--- config.mk ---
export PLATFORM = sky130hd
export DESIGN_NAME = fwkl_top
export DESIGN_NICKNAME = d
export VERILOG_FILES = /design/src/fwkl_pkg.sv /design/src/fwkl_top.sv /design/src/fwkl_addr_map.sv
export SDC_FILE = /design/constraint.sdc
export NUM_CORES = 1
export LEC_CHECK = 0
export BUFFER_PORTS_ARGS = -buffer_cell sky130_fd_sc_hd__buf_2
export CAP_MARGIN = 40
export CORE_MARGIN = 2
export CORE_UTILIZATION = 45
export DETAILED_ROUTE_END_ITERATION = 7
export PLACE_DENSITY = 0.81
export SLEW_MARGIN = 20
export SYNTH_ARGS = -nofsm -noshare
export SYNTH_HDL_FRONTEND = slang
export SYNTH_SLANG_ARGS = --single-unit
--- constraint.sdc ---
create_clock -name clk_in -period 3.3 [get_ports clk_in]
set_input_delay 0.33 -clock clk_in [delete_from_list [all_inputs] [get_ports clk_in]]
set_output_delay 0.33 -clock clk_in [all_outputs]
set_load 0.03 [all_outputs]
--- src/fwkl_pkg.sv ---
// fwkl_pkg: constants and types shared by the flash write key lock block.
// assumes nothing of its surroundings; imported whole by every module but the flash model.
package fwkl_pkg;

	// special-function address of the key register
	localparam logic [7:0]  FWKL_KEY_ADDR     = 8'hb7;
	localparam logic [7:0]  FWKL_KEY_RESET    = 8'h00;
	// ordered key pair
	localparam logic [7:0]  FWKL_KEY_FIRST    = 8'ha5;
	localparam logic [7:0]  FWKL_KEY_SECOND   = 8'hf1;
	// program space and flash sizes in bytes
	localparam logic [16:0] FWKL_SPACE_BYTES  = 17'h10000;
	localparam logic [16:0] FWKL_FLASH_8K     = 17'h02000;
	localparam logic [16:0] FWKL_FLASH_4K     = 17'h01000;
	localparam logic [16:0] FWKL_FLASH_2K     = 17'h00800;
	// lock state field position in the key register
	localparam int          FWKL_STATE_LSB    = 0;
	localparam int          FWKL_STATE_W      = 2;
	// flash size select encoding
	localparam logic [1:0]  FWKL_SIZE_8K      = 2'h0;
	localparam logic [1:0]  FWKL_SIZE_4K      = 2'h1;
	localparam logic [1:0]  FWKL_SIZE_2K      = 2'h2;

	// lock states; the codes are the values read back in bits 1-0
	typedef enum logic [1:0] {
		FWKL_LOCKED   = 2'h0,
		FWKL_KEY1     = 2'h1,
		FWKL_OPEN     = 2'h2,
		FWKL_LOCKOUT  = 2'h3
	} fwkl_state_e;

endpackage

--- src/fwkl_top.sv ---
// fwkl_top: key sequence guard for in-system flash writes and erasures.
// assumes a core on clk_in issuing one-cycle register and flash strobes.
`timescale 1ns/1ps
`default_nettype none
module fwkl_top
	import fwkl_pkg::*;
(
	input  wire logic        clk_in,
	input  wire logic        rst_n_in,
	input  wire logic [1:0]  size_sel_in,
	// special-function register port
	input  wire logic        sfr_wr_in,
	input  wire logic        sfr_rd_in,
	input  wire logic [7:0]  sfr_addr_in,
	input  wire logic [7:0]  sfr_wdata_in,
	output logic [7:0]       sfr_rdata_out,
	output logic             sfr_hit_out,
	// flash operations from the core
	input  wire logic        code_rd_in,
	input  wire logic        data_wr_in,
	input  wire logic        flash_sel_in,
	input  wire logic        erase_in,
	input  wire logic [15:0] prog_addr_in,
	input  wire logic [7:0]  prog_wdata_in,
	input  wire logic        flash_done_in,
	// towards the flash array
	output logic             flash_rd_out,
	output logic             flash_wr_out,
	output logic             flash_erase_out,
	output logic [15:0]      flash_addr_out,
	output logic [7:0]       flash_wdata_out,
	output logic             flash_busy_out,
	output logic             reserved_hit_out,
	output logic             lock_byte_hit_out,
	output logic [1:0]       lock_state_out
);

	////////////////////////////////////////////////////////////////////////
	// reset release: asynchronous assert, two-stage synchronous release

	logic [1:0] rst_sync_reg;
	logic       rst_n;

	always_ff @(posedge clk_in or negedge rst_n_in) begin
		if (!rst_n_in) begin
			rst_sync_reg <= 2'h0;
		end else begin
			rst_sync_reg <= {rst_sync_reg[0], 1'b1};
		end
	end
	assign rst_n = rst_sync_reg[1];

	////////////////////////////////////////////////////////////////////////
	// address classification

	logic        in_flash;
	logic        is_lock;
	logic        reserved;

	fwkl_addr_map u_map (
		.size_sel_in      (size_sel_in),
		.addr_in          (prog_addr_in),
		.in_flash_out     (in_flash),
		.is_lock_byte_out (is_lock),
		.reserved_out     (reserved),
		.lock_addr_out    ()
	);

	////////////////////////////////////////////////////////////////////////
	// state

	typedef struct packed {
		fwkl_state_e state;
		logic        busy;
		logic        rd;
		logic        wr;
		logic        erase;
		logic        res_hit;
		logic        lock_hit;
		logic [15:0] addr;
		logic [7:0]  wdata;
		logic [7:0]  rdata;
	} fwkl_regs_s;

	// reset image: locked, no op in flight, read data zero
	localparam fwkl_regs_s FWKL_REGS_RESET = '{
		state:    FWKL_LOCKED,
		busy:     1'b0,
		rd:       1'b0,
		wr:       1'b0,
		erase:    1'b0,
		res_hit:  1'b0,
		lock_hit: 1'b0,
		addr:     16'h0000,
		wdata:    8'h00,
		rdata:    FWKL_KEY_RESET
	};

	fwkl_regs_s st_reg;
	fwkl_regs_s st_next;

	logic key_wr;
	logic key_rd;
	logic op_req;

	// key register decode; other special-function addresses are not ours
	assign key_wr = sfr_wr_in && (sfr_addr_in == FWKL_KEY_ADDR);
	assign key_rd = sfr_rd_in && (sfr_addr_in == FWKL_KEY_ADDR);
	// a data write only reaches flash while redirected
	assign op_req = data_wr_in && flash_sel_in;

	////////////////////////////////////////////////////////////////////////
	// next-state logic

	always_comb begin
		st_next          = st_reg;
		st_next.rd       = 1'b0;
		st_next.wr       = 1'b0;
		st_next.erase    = 1'b0;
		st_next.res_hit  = 1'b0;
		st_next.lock_hit = 1'b0;

		// code reads within flash always go to flash, never gated by the key
		if (code_rd_in) begin
			st_next.rd       = in_flash;
			st_next.addr     = prog_addr_in;
			st_next.res_hit  = reserved;
			st_next.lock_hit = is_lock;
		end

		// key register writes walk the sequence
		if (key_wr) begin
			unique case (st_reg.state)
				FWKL_LOCKED: begin
					// any value but the first key locks out
					st_next.state = (sfr_wdata_in == FWKL_KEY_FIRST) ?
						FWKL_KEY1 : FWKL_LOCKOUT;
				end
				FWKL_KEY1: begin
					st_next.state = (sfr_wdata_in == FWKL_KEY_SECOND) ?
						FWKL_OPEN : FWKL_LOCKOUT;
				end
				FWKL_OPEN: begin
					// a key write while already open is out of sequence
					st_next.state = FWKL_LOCKOUT;
				end
				FWKL_LOCKOUT: begin
					st_next.state = FWKL_LOCKOUT;
				end
			endcase
		end else if (op_req) begin
			// write or erase: only one per key pair, none while busy
			if (st_reg.state == FWKL_OPEN && !st_reg.busy) begin
				st_next.busy     = 1'b1;
				st_next.wr       = !erase_in;
				st_next.erase    = erase_in;
				st_next.addr     = prog_addr_in;
				st_next.wdata    = prog_wdata_in;
				st_next.res_hit  = reserved;
				st_next.lock_hit = is_lock;
			end else if (!st_reg.busy) begin
				st_next.state = FWKL_LOCKOUT;
			end
		end

		// completion withdraws permission; lockout is never left
		// a key write in the completion cycle has already moved to lockout,
		// so only a still-open state drops back to locked
		if (st_reg.busy && flash_done_in) begin
			st_next.busy = 1'b0;
			if (st_next.state == FWKL_OPEN) begin
				st_next.state = FWKL_LOCKED;
			end
		end

		// read data: state in low bits, upper bits zero
		if (key_rd) begin
			st_next.rdata = {6'h00, st_reg.state};
		end
	end

	////////////////////////////////////////////////////////////////////////
	// state register

	always_ff @(posedge clk_in or negedge rst_n) begin
		if (!rst_n) begin
			st_reg <= FWKL_REGS_RESET;
		end else begin
			st_reg <= st_next;
		end
	end

	////////////////////////////////////////////////////////////////////////
	// outputs

	// every output but the hit flag is a register, so the core sees no glitch
	assign sfr_hit_out       = key_wr || key_rd;
	assign sfr_rdata_out     = st_reg.rdata;
	assign flash_rd_out      = st_reg.rd;
	assign flash_wr_out      = st_reg.wr;
	assign flash_erase_out   = st_reg.erase;
	assign flash_addr_out    = st_reg.addr;
	assign flash_wdata_out   = st_reg.wdata;
	assign flash_busy_out    = st_reg.busy;
	assign reserved_hit_out  = st_reg.res_hit;
	assign lock_byte_hit_out = st_reg.lock_hit;
	assign lock_state_out    = st_reg.state;

endmodule
`default_nettype wire

--- src/fwkl_addr_map.sv ---
// fwkl_addr_map: classifies a program-space address against flash size.
// assumes a 16-bit program address from the core, same clock domain.
`timescale 1ns/1ps
`default_nettype none
module fwkl_addr_map
	import fwkl_pkg::*;
(
	input  wire logic [1:0]  size_sel_in,
	input  wire logic [15:0] addr_in,
	output logic             in_flash_out,
	output logic             is_lock_byte_out,
	output logic             reserved_out,
	output logic [15:0]      lock_addr_out
);

	logic [16:0] flash_bytes;

	// flash size per variant; an unused code falls back to the smallest
	always_comb begin
		unique case (size_sel_in)
			FWKL_SIZE_8K: flash_bytes = FWKL_FLASH_8K;
			FWKL_SIZE_4K: flash_bytes = FWKL_FLASH_4K;
			default:      flash_bytes = FWKL_FLASH_2K;
		endcase
	end

	// last flash byte is the security lock byte; above it is reserved
	assign lock_addr_out    = 16'(flash_bytes - 17'h00001);
	assign in_flash_out     = {1'b0, addr_in} < flash_bytes;
	assign is_lock_byte_out = addr_in == lock_addr_out;
	assign reserved_out     = !in_flash_out;

endmodule
`default_nettype wire

==> results of run 1 <==
[critical path, delay by kind of cell (launching register included)]
family | cells | cell delay (ns)
AOI/OAI and AO/OA | 1 | 0.66
DFF | 1 | 0.42
muxes | 1 | 0.36
and+or+nand+nor | 2 | 0.45
[cell usage after synthesis (all sizes together) (2+ instances only)]
| cell | instances | area share [%] |
|---|---|---|
| mux2 | 26 | 20 |
| dfrtp | 36 | 55 |
| nor2 | 3 | 1.1 |
| nor4b | 2 | 1.1 |
| o21ai | 2 | 0.61 |
| nand2 | 2 | 0.46 |
| conb | 2 | 0.46 |
| ha | 3 | 2.3 |
| buf | 8 | 3.7 |
| and4b | 2 | 1.4 |
| nor3 | 3 | 0.91 |
| nand2b | 2 | 0.76 |
| inv | 2 | 0.46 |
| nand3 | 4 | 1.2 |
| nor2b | 2 | 0.76 |
[metrics by stage]
step | setup slack, ns | power (mW) | utilization [%] | hold slack [ns] | cell area, sq um
6_report | 1.29 | 1.29 | 63.4 | 0.153 | 2160
5_1_grt | 1.15 | 1.37 | 63.4 | 0.128 | 2160
4_1_cts | 1.26 | 1.32 | 63.4 | 0.138 | 2160
3_5_place_dp | 1.19 | 1.06 | 61.2 | 0.116 | 2090
3_3_place_gp | 1.23 | 1.05 | 61.2 | 0.117 | 2090
2_1_floorplan | 1.52 | 0.908 | - | 0.0344 | 1660
[report_power, final]
part	switching [mW]	internal (mW)
logic	0.287	0.174
clock network	0.132	0.121
registers	0.0527	0.528
[layer usage]
layer | GRT usage (%) | part of all wire [%] | vias to the layer above | wire length, microns
li1 | - | - | 590 | -
met1 | 20.7 | 40 | 567 | 1310
met2 | 28.8 | 50 | 52 | 1670
met3 | 5.63 | 8.8 | 7 | 290
met4 | 6.12 | 1.3 | 0 | 42
met5 | 0 | 0 | - | 0
[area by class of cell]
type	count	area (sq um)	share of cell area, %
Tap cell	46	57.6	2.66
Clock buffer	7	65.1	3.01
Inverter	2	7.51	0.347
Timing Repair Buffer	87	443	20.5
Multi-Input combinational cell	76	691	31.9
Sequential cell	36	901	41.6
[cell families (layout without fill, tap and decap cells)]
family,Yosys count,after routing
simple gates,30,30
fa+ha+maj,3,3
flops,36,36
buf+inv,10,96
other cells,2,7
mux,26,26
compound gates,9,9
xor+xnor,1,1
[worst min-delay path by stage]
stage	startpoint	endpoint	slack [ns]	cells past startpoint
2_1_floorplan	rst_n_in	rst_sync_reg[0]	0.03	0
3_3_place_gp	rst_n_in	rst_sync_reg[0]	0.12	1
3_5_place_dp	rst_n_in	rst_sync_reg[1]	0.12	1
4_1_cts	erase_in	flash_wr_out	0.14	2
5_1_grt	erase_in	flash_wr_out	0.13	2
6_report	erase_in	flash_wr_out	0.15	2
[timing repair]
item                       CTS  global route
hold endpoints to repair     2             0
hold buffers                 1             0
setup endpoints to repair    0             0
gates resized for setup      0             0
==> flow_summary.yaml, run 1 <==
run_status:
  run_status: "finished clean"
critical_path:
  arrival_ns: 2.23
  worst-path-max-fanout: 18
  cp-endpoint: "flash_addr_out[13]"
  worst-setup-path-type: "register to register"
  setup.worst_path.start_class: "register"
  endpoint_kind: "register"
  critical_path.cell_chain: "nand3b_4 -> a311oi_4 -> nor2_4 -> mux2_4"
  reg2reg_to: "flash_addr_out[13]"
  ff2ff_path_depth: 4
  cp.required_ns: 3.52
  cp-startpoint: "flash_busy_out"
  worst_path_max_delay_cell: "sky130_fd_sc_hd__a311oi_4"
  cpPeakStageDelay_ns: 0.66
  critical_path.reg2reg.startpoint: "flash_busy_out"
  worst-r2r-setup-slack_ns: 1.29
clocking:
  cts_setup_buffers: 0
  clk_pin_slew_ns: 0.09
  cts_tree: "built"
  cts_root_buffer: "sky130_fd_sc_hd__clkbuf_4"
  numCtsBuffers: 5
  cts_sinks: 36
  deepest_clock_path_buffer_count: 2
  clock_latency_ns: 0.33
  cts_htree_levels: 2
routing:
  antenna_left: 0
  vias: 1216
  drt-vias-per-instance: 4.79
  drt_first_iter_violations: 20
  routed_wire_length_per_instance_microns: 13.0
  firstDrtPassIters: 4
  wl_mm: 3.31
  drt_drc_violations_left: 0
synthesis:
  xor_xnor_cell_area_share_of_the_yosys_netlist_pct: 0.534
  synth.cell_area_sq_mm: 0.00164
  count_of_flip_flops_with_a_built_in_enable_after_synthesis: 0
  synth.ff_latch_count: 36
  async_reset_ff_share_pct: 100
  avg_inst_size_synth_sq_um: 14.0
  synth_top_family_by_area: "multiplexers"
  synth-main-ff-cell: "sky130_fd_sc_hd__dfrtp_1"
  synth_compound_area_share_pct: 4.95
  seq_area_frac_synth_pct: 54.9
  synth_adder_area_share_pct: 2.29
  synth.lib_cells_used.distinct: 38
  yosys-mux-area-fraction_pct: 19.7
  synth-warning-count: 0
  syn_inst: 117
  synth_simple_gate_area_share_pct: 13.0
floorplan:
  placementRows: 21
  dieWidth_microns: 64.4
  top_level_ports: 92
  die-height_microns: 64.4
  design.core.area_sq_mm: 0.00342
  start_util_pct: 48.1
  die_area_sq_mm: 0.00415
sta:
  worst_clock_skew_ns: 0.00595
  timing.final.max_slew_violations: 0
  tightest_slew_ns: 0.708
  slew-limit-headroom_pct: 52.8
  period_minus_slack_ns: 2.01
  rsz0062_at_grt: "no"
  min_period_over_period_pct: 61.0
  finalSetupViolCount: 0
  finalHoldViolCount: 0
  maxClockFrequency_mhz: 496
  final.setup.tns_ns: 0
global_route:
  grt_pass1_vias: 1168
  grt_overflow: 0
  track_usage_pct: 17.2
  grt_start_max_net_pins: 19
  first_pass_grt_wire_length_mm: 5.40
  grt_antenna_before_repair: 0
pwr:
  peakVddDrop_mv: 0.276
  cellLeakagePower_nw: 1.13
  power.density_mw_per_mm2: 598
cells_and_area:
  largest_reg_flops: 16
  antennaDiodeCount: 0
  area_growth_pct: 31.9
  final_layout_size_suffix_gt1_share_pct: 59.6
  mostFrequentLayoutCell: "sky130_fd_sc_hd__buf_2"
  fill_cells: 294
  most-common-layout-cells: "85 x sky130_fd_sc_hd__buf_2, 36 x sky130_fd_sc_hd__dfrtp_1, 18 x sky130_fd_sc_hd__mux2_2, 8 x sky130_fd_sc_hd__mux2_4, 7 x sky130_fd_sc_hd__conb_1"
  stdcell_count: 254
  final_nets: 262
min_path:
  hold_removal_path_class: "input pin to register"
job:
  drv.max_cap_violation_count: 0
placement:
  dp.final_hpwl_mm: 2.71
  gp_congestion: 0.772
  port_buffers: 85
  numPlacedInstances: 246
Power figures use the tool's default switching activity.
==> run 2, diff against run 1 <==
CORE_UTILIZATION = 44   (was 45)
PLACE_DENSITY = 0.8   (was 0.81)
clock period = 1.94 ns   (was 3.3 ns; I/O delays follow)
==> flow_summary.yaml, run 2 (same netlist as run 1, synthesis figures left out) <==
routing:
  antenna_left: 0
  routed_wire_length_per_instance_microns: 13.5
  drt-vias-per-instance: 4.83
  drt_drc_violations_left: 0
  drt_first_iter_violations: 40
  firstDrtPassIters: 4
  vias: 1255
  wl_mm: 3.51
critical_path:
  cpPeakStageDelay_ns: 0.42
  worst-setup-path-type: "register to register"
  ff2ff_path_depth: 4
  critical_path.reg2reg.startpoint: "flash_busy_out"
  critical_path.cell_chain: "nand3b_4 -> a311oi_4 -> buf_4 -> mux2_2"
  endpoint_kind: "register"
  setup.worst_path.start_class: "register"
  reg2reg_to: "flash_wdata_out[1]"
  worst-path-max-fanout: 11
  cp-startpoint: "flash_busy_out"
  worst_path_max_delay_cell: "sky130_fd_sc_hd__dfrtp_1"
  cp.required_ns: 2.10
  worst-r2r-setup-slack_ns: 0.27
  arrival_ns: 1.83
cells_and_area:
  area_growth_pct: 35.7
  final_layout_size_suffix_gt1_share_pct: 59.4
  most-common-layout-cells: "85 x sky130_fd_sc_hd__buf_2, 36 x sky130_fd_sc_hd__dfrtp_1, 18 x sky130_fd_sc_hd__mux2_2, 8 x sky130_fd_sc_hd__mux2_4, 7 x sky130_fd_sc_hd__conb_1"
  mostFrequentLayoutCell: "sky130_fd_sc_hd__buf_2"
  final_nets: 265
  antennaDiodeCount: 0
  largest_reg_flops: 16
floorplan:
  die-height_microns: 65.1
  placementRows: 22
  design.core.area_sq_mm: 0.00363
  start_util_pct: 45.2
  die_area_sq_mm: 0.00424
  dieWidth_microns: 65.1
  top_level_ports: 92
clocking:
  cts_tree: "built"
  cts_setup_buffers: 0
  clk_pin_slew_ns: 0.07
  deepest_clock_path_buffer_count: 2
  cts_root_buffer: "sky130_fd_sc_hd__clkbuf_8"
  cts_sinks: 36
  clock_latency_ns: 0.27
  cts_htree_levels: 2
  cts_resized: 0
  numCtsBuffers: 5
sta:
  rsz0062_at_grt: "no"
  timing.final.max_slew_violations: 0
  period_minus_slack_ns: 1.67
  final.setup.tns_ns: 0
  min_period_over_period_pct: 85.9
  finalSetupViolCount: 0
  finalHoldViolCount: 0
  worst_clock_skew_ns: 0.00491
  maxClockFrequency_mhz: 600
min_path:
  worstHoldPathCells: 2
  hold_removal_path_class: "input pin to register"
  worstHoldEndpoint: "flash_wr_out"
  timing.hold.worst.start: "erase_in"
pwr:
  power.density_mw_per_mm2: 1040
  cellLeakagePower_nw: 1.15
  power.share.combinational_pct: 34.7
  power.switching_fraction_pct: 35.4
  switching_power_uw: 820
  peakVddDrop_mv: 0.591
  design_power_total_mw: 2.31
  sequentialPowerShare_pct: 42.7
  share_clk_of_total_power_pct: 22.6
  p_int_mw: 1.49
global_route:
  grt_overflow: 0
  grt_antenna_before_repair: 0
  first_pass_grt_wire_length_mm: 5.90
  track_usage_pct: 18.2
  grt_start_max_net_pins: 25
  grt_pass1_vias: 1262
run_status:
  run_status: "finished clean"
placement:
  dp.final_hpwl_mm: 2.87
  port_buffers: 85
  gp_congestion: 0.772
job:
  drv.max_cap_violation_count: 0
[run 2: cell types whose count changed in the layout (fill, tap and decap cells not counted), sizes merged]
| cell | delta |
|---|---|
| clkbuf | +1 |
| buf | +3 |
[run 2: area by class of cell]
type,count,area [sq um]
sequential,36,901
fill,332,1410
inverter,2,7.51
clock buffer,8,90.1
tap,48,60.1
timing repair buffer,90,478
multi-input combinational,76,691
[run 2: worst max path at each step]
stage	end	slack (ns)
5_1_grt	flash_wdata_out[5]	0.20
3_3_place_gp	lock_byte_hit_out	0.28
2_1_floorplan	flash_wdata_out[0]	0.16
6_report	flash_wdata_out[1]	0.27
4_1_cts	flash_wdata_out[1]	0.26
3_5_place_dp	lock_byte_hit_out	0.26
[run 2: stage by stage]
stage                     util [%]  cells  hold slack (ns)  instance area (sq um)  worst slack, ns
final                         61.3    260           0.0792                   2230            0.273
after global placement        58.5    251          -0.0195                   2130            0.281
after global routing          61.3    260           0.0698                   2230            0.199
after CTS                     61.3    260           0.0665                   2230            0.262
after floorplan                  -    122           -0.102                   1660            0.163
after detailed placement      58.5    251          -0.0183                   2130            0.261
[run 2: worst max-delay path: cells and delay by family, from the launching register on]
family	cells	cell delay (ns)
buffers and inverters	1	0.25
AOI/OAI and AO/OA	1	0.34
muxes	1	0.35
DFF	1	0.42
and+or+nand+nor	1	0.19
[run 2: routing by layer]
layer  up-vias  track usage, %  wire length (microns)
met5         -               0                      0
met4         0            8.59                     80
met3         8            2.95                    197
met2        51            30.8                   1800
met1       597            22.8                   1440
li1        599               -                      -
[run 2: repair_timing]
action | 4_1_cts | 5_1_grt
setup endpoints to repair | 0 | 0
endpoints found under the hold margin | 2 | 0
hold buffers | 1 | 0
[run 2: power by group through the flow]
| stage | Combinational (mW) | Sequential [mW] | Clock [mW] |
|---|---|---|---|
| 3_5_place_dp | 0.809 | 1.01 | 0 |
| 4_1_cts | 0.813 | 0.992 | 0.536 |
| 6_report | 0.803 | 0.989 | 0.523 |
| 3_3_place_gp | 0.794 | 0.995 | 0 |
| 2_1_floorplan | 0.243 | 1.30 | 0 |
| 5_1_grt | 0.851 | 1.02 | 0.596 |
==> run 3, diff against run 2 <==
CORE_ASPECT_RATIO = 0.75   (was default)
CORE_MARGIN = 5   (was 2)
clock period = 1.7 ns   (was 1.94 ns; I/O delays follow)
==> flow_summary.yaml, run 3 (same netlist as run 1, synthesis figures left out) <==
clocking:
  cts_setup_buffers: 0
  numCtsBuffers: 5
  cts_tree: "built"
  cts_root_buffer: "sky130_fd_sc_hd__clkbuf_8"
  deepest_clock_path_buffer_count: 2
  clk_pin_slew_ns: 0.07
  clock_latency_ns: 0.28
  cts_htree_levels: 2
  cts_sinks: 36
floorplan:
  top_level_ports: 92
  die-height_microns: 62.9
  design.core.area_sq_mm: 0.00364
  placementRows: 19
  start_util_pct: 45.1
  die_area_sq_mm: 0.00506
  dieWidth_microns: 80.5
run_status:
  run_status: "finished clean"
routing:
  wl_mm: 3.71
  antenna_left: 0
  firstDrtPassIters: 4
  routed_wire_length_per_instance_microns: 13.9
  drt-vias-per-instance: 4.63
  vias: 1242
  drt_first_iter_violations: 28
  drt_drc_violations_left: 0
sta:
  worst_clock_skew_ns: 0.00697
  maxClockFrequency_mhz: 626
  finalSetupViolCount: 0
  finalHoldViolCount: 0
  timing.final.max_slew_violations: 0
  period_minus_slack_ns: 1.60
  rsz0062_at_grt: "no"
  min_period_over_period_pct: 93.9
cells_and_area:
  most-common-layout-cells: "85 x sky130_fd_sc_hd__buf_2, 34 x sky130_fd_sc_hd__dfrtp_1, 18 x sky130_fd_sc_hd__mux2_2, 8 x sky130_fd_sc_hd__mux2_4, 7 x sky130_fd_sc_hd__conb_1"
  stdcell_count: 268
  final_nets: 269
  mostFrequentLayoutCell: "sky130_fd_sc_hd__buf_2"
  largest_reg_flops: 16
  fill_cells: 317
  area_growth_pct: 39.5
  final_layout_size_suffix_gt1_share_pct: 62.0
  antennaDiodeCount: 0
job:
  drv.max_cap_violation_count: 0
critical_path:
  endpoint_kind: "register"
  arrival_ns: 1.76
  cp-endpoint: "flash_wdata_out[7]"
  worst-setup-path-type: "register to register"
  worst-r2r-setup-slack_ns: 0.10
  reg2reg_to: "flash_wdata_out[7]"
  setup.worst_path.start_class: "register"
  worst-path-max-fanout: 11
  critical_path.reg2reg.startpoint: "flash_busy_out"
  cp-startpoint: "flash_busy_out"
  ff2ff_path_depth: 4
  cp.required_ns: 1.86
global_route:
  grt_overflow: 0
  track_usage_pct: 15.5
  first_pass_grt_wire_length_mm: 6.07
  grt_start_max_net_pins: 20
  grt_antenna_before_repair: 0
  grt_pass1_vias: 1257
min_path:
  worstHoldPathCells: 2
  hold_removal_path_class: "input pin to register"
  timing.hold.worst.start: "erase_in"
pwr:
  design_power_total_mw: 2.80
  peakVddDrop_mv: 0.938
  power.density_mw_per_mm2: 1220
  cellLeakagePower_nw: 1.18
placement:
  gp_congestion: 0.755
  dp.final_hpwl_mm: 3.04
  port_buffers: 85
  numPlacedInstances: 259
-- run 3: cell types whose count changed in the layout (fill, tap and decap cells not counted), sizes merged --
cell / delta
buf: +4
clkbuf: -3
bufinv: +1
clkinv: +1
clkinvlp: +1
-- run 3: worst min path at each step --
stage | endpoint | slack, ns
2_1_floorplan | rst_sync_reg[0] | -0.13
3_3_place_gp | rst_sync_reg[0] | -0.04
3_5_place_dp | rst_sync_reg[1] | -0.04
4_1_cts | flash_wr_out | 0.03
5_1_grt | flash_wr_out | 0.03
6_report | flash_wr_out | 0.04
-- run 3: report_power, final --
group	leakage (nW)	switching (mW)	internal [mW]
Clock	0.0541	0.299	0.434
Sequential	0.432	0.0811	1.03
Combinational	0.694	0.590	0.370
-- run 3: layer usage --
layer | GRT usage, % | up-vias | routed length (microns)
met3 | 5.04 | 5 | 298
met5 | 0 | - | 0
met2 | 24.4 | 42 | 1820
li1 | - | 607 | -
met4 | 4.43 | 0 | 35
met1 | 20.5 | 588 | 1560
-- run 3: per-stage QoR --
stage / worst slack [ns] / utilization [%] / hold slack [ns] / setup TNS, ns / instance area (sq um)
after floorplan: 0.00952 / - / -0.126 / 0 / 1670
after global placement: 0.0700 / 59.5 / -0.0440 / 0 / 2160
after detailed placement: -0.0343 / 59.5 / -0.0399 / -0.0343 / 2160
after CTS: 0.0432 / 62.8 / 0.0321 / 0 / 2290
after global routing: 0.0349 / 63.0 / 0.0304 / 0 / 2290
final: 0.104 / 63.0 / 0.0368 / 0 / 2290
-- run 3: critical path, stage by stage, from the launching register on --
cell	delay, ns
sky130_fd_sc_hd__dfrtp_2	0.40
sky130_fd_sc_hd__nand3b_4	0.17
sky130_fd_sc_hd__a311oi_4	0.36
sky130_fd_sc_hd__buf_6	0.20
sky130_fd_sc_hd__mux2_2	0.34
-- run 3: final cells by class --
type	instances	area [sq um]	share of cell area, %
Multi-Input combinational cell	76	691	30.2
Inverter	2	7.51	0.328
Clock buffer	5	68.8	3.01
Clock inverter	3	42.5	1.86
Tap cell	52	65.1	2.84
Sequential cell	36	903	39.5
Timing Repair Buffer	94	512	22.3
-- run 3: what timing repair did --
item / in CTS / in global routing
setup endpoints to repair: 0 / 1
resized for setup: 0 / 1
hold buffers: 1 / 0
hold endpoints to repair: 2 / 0
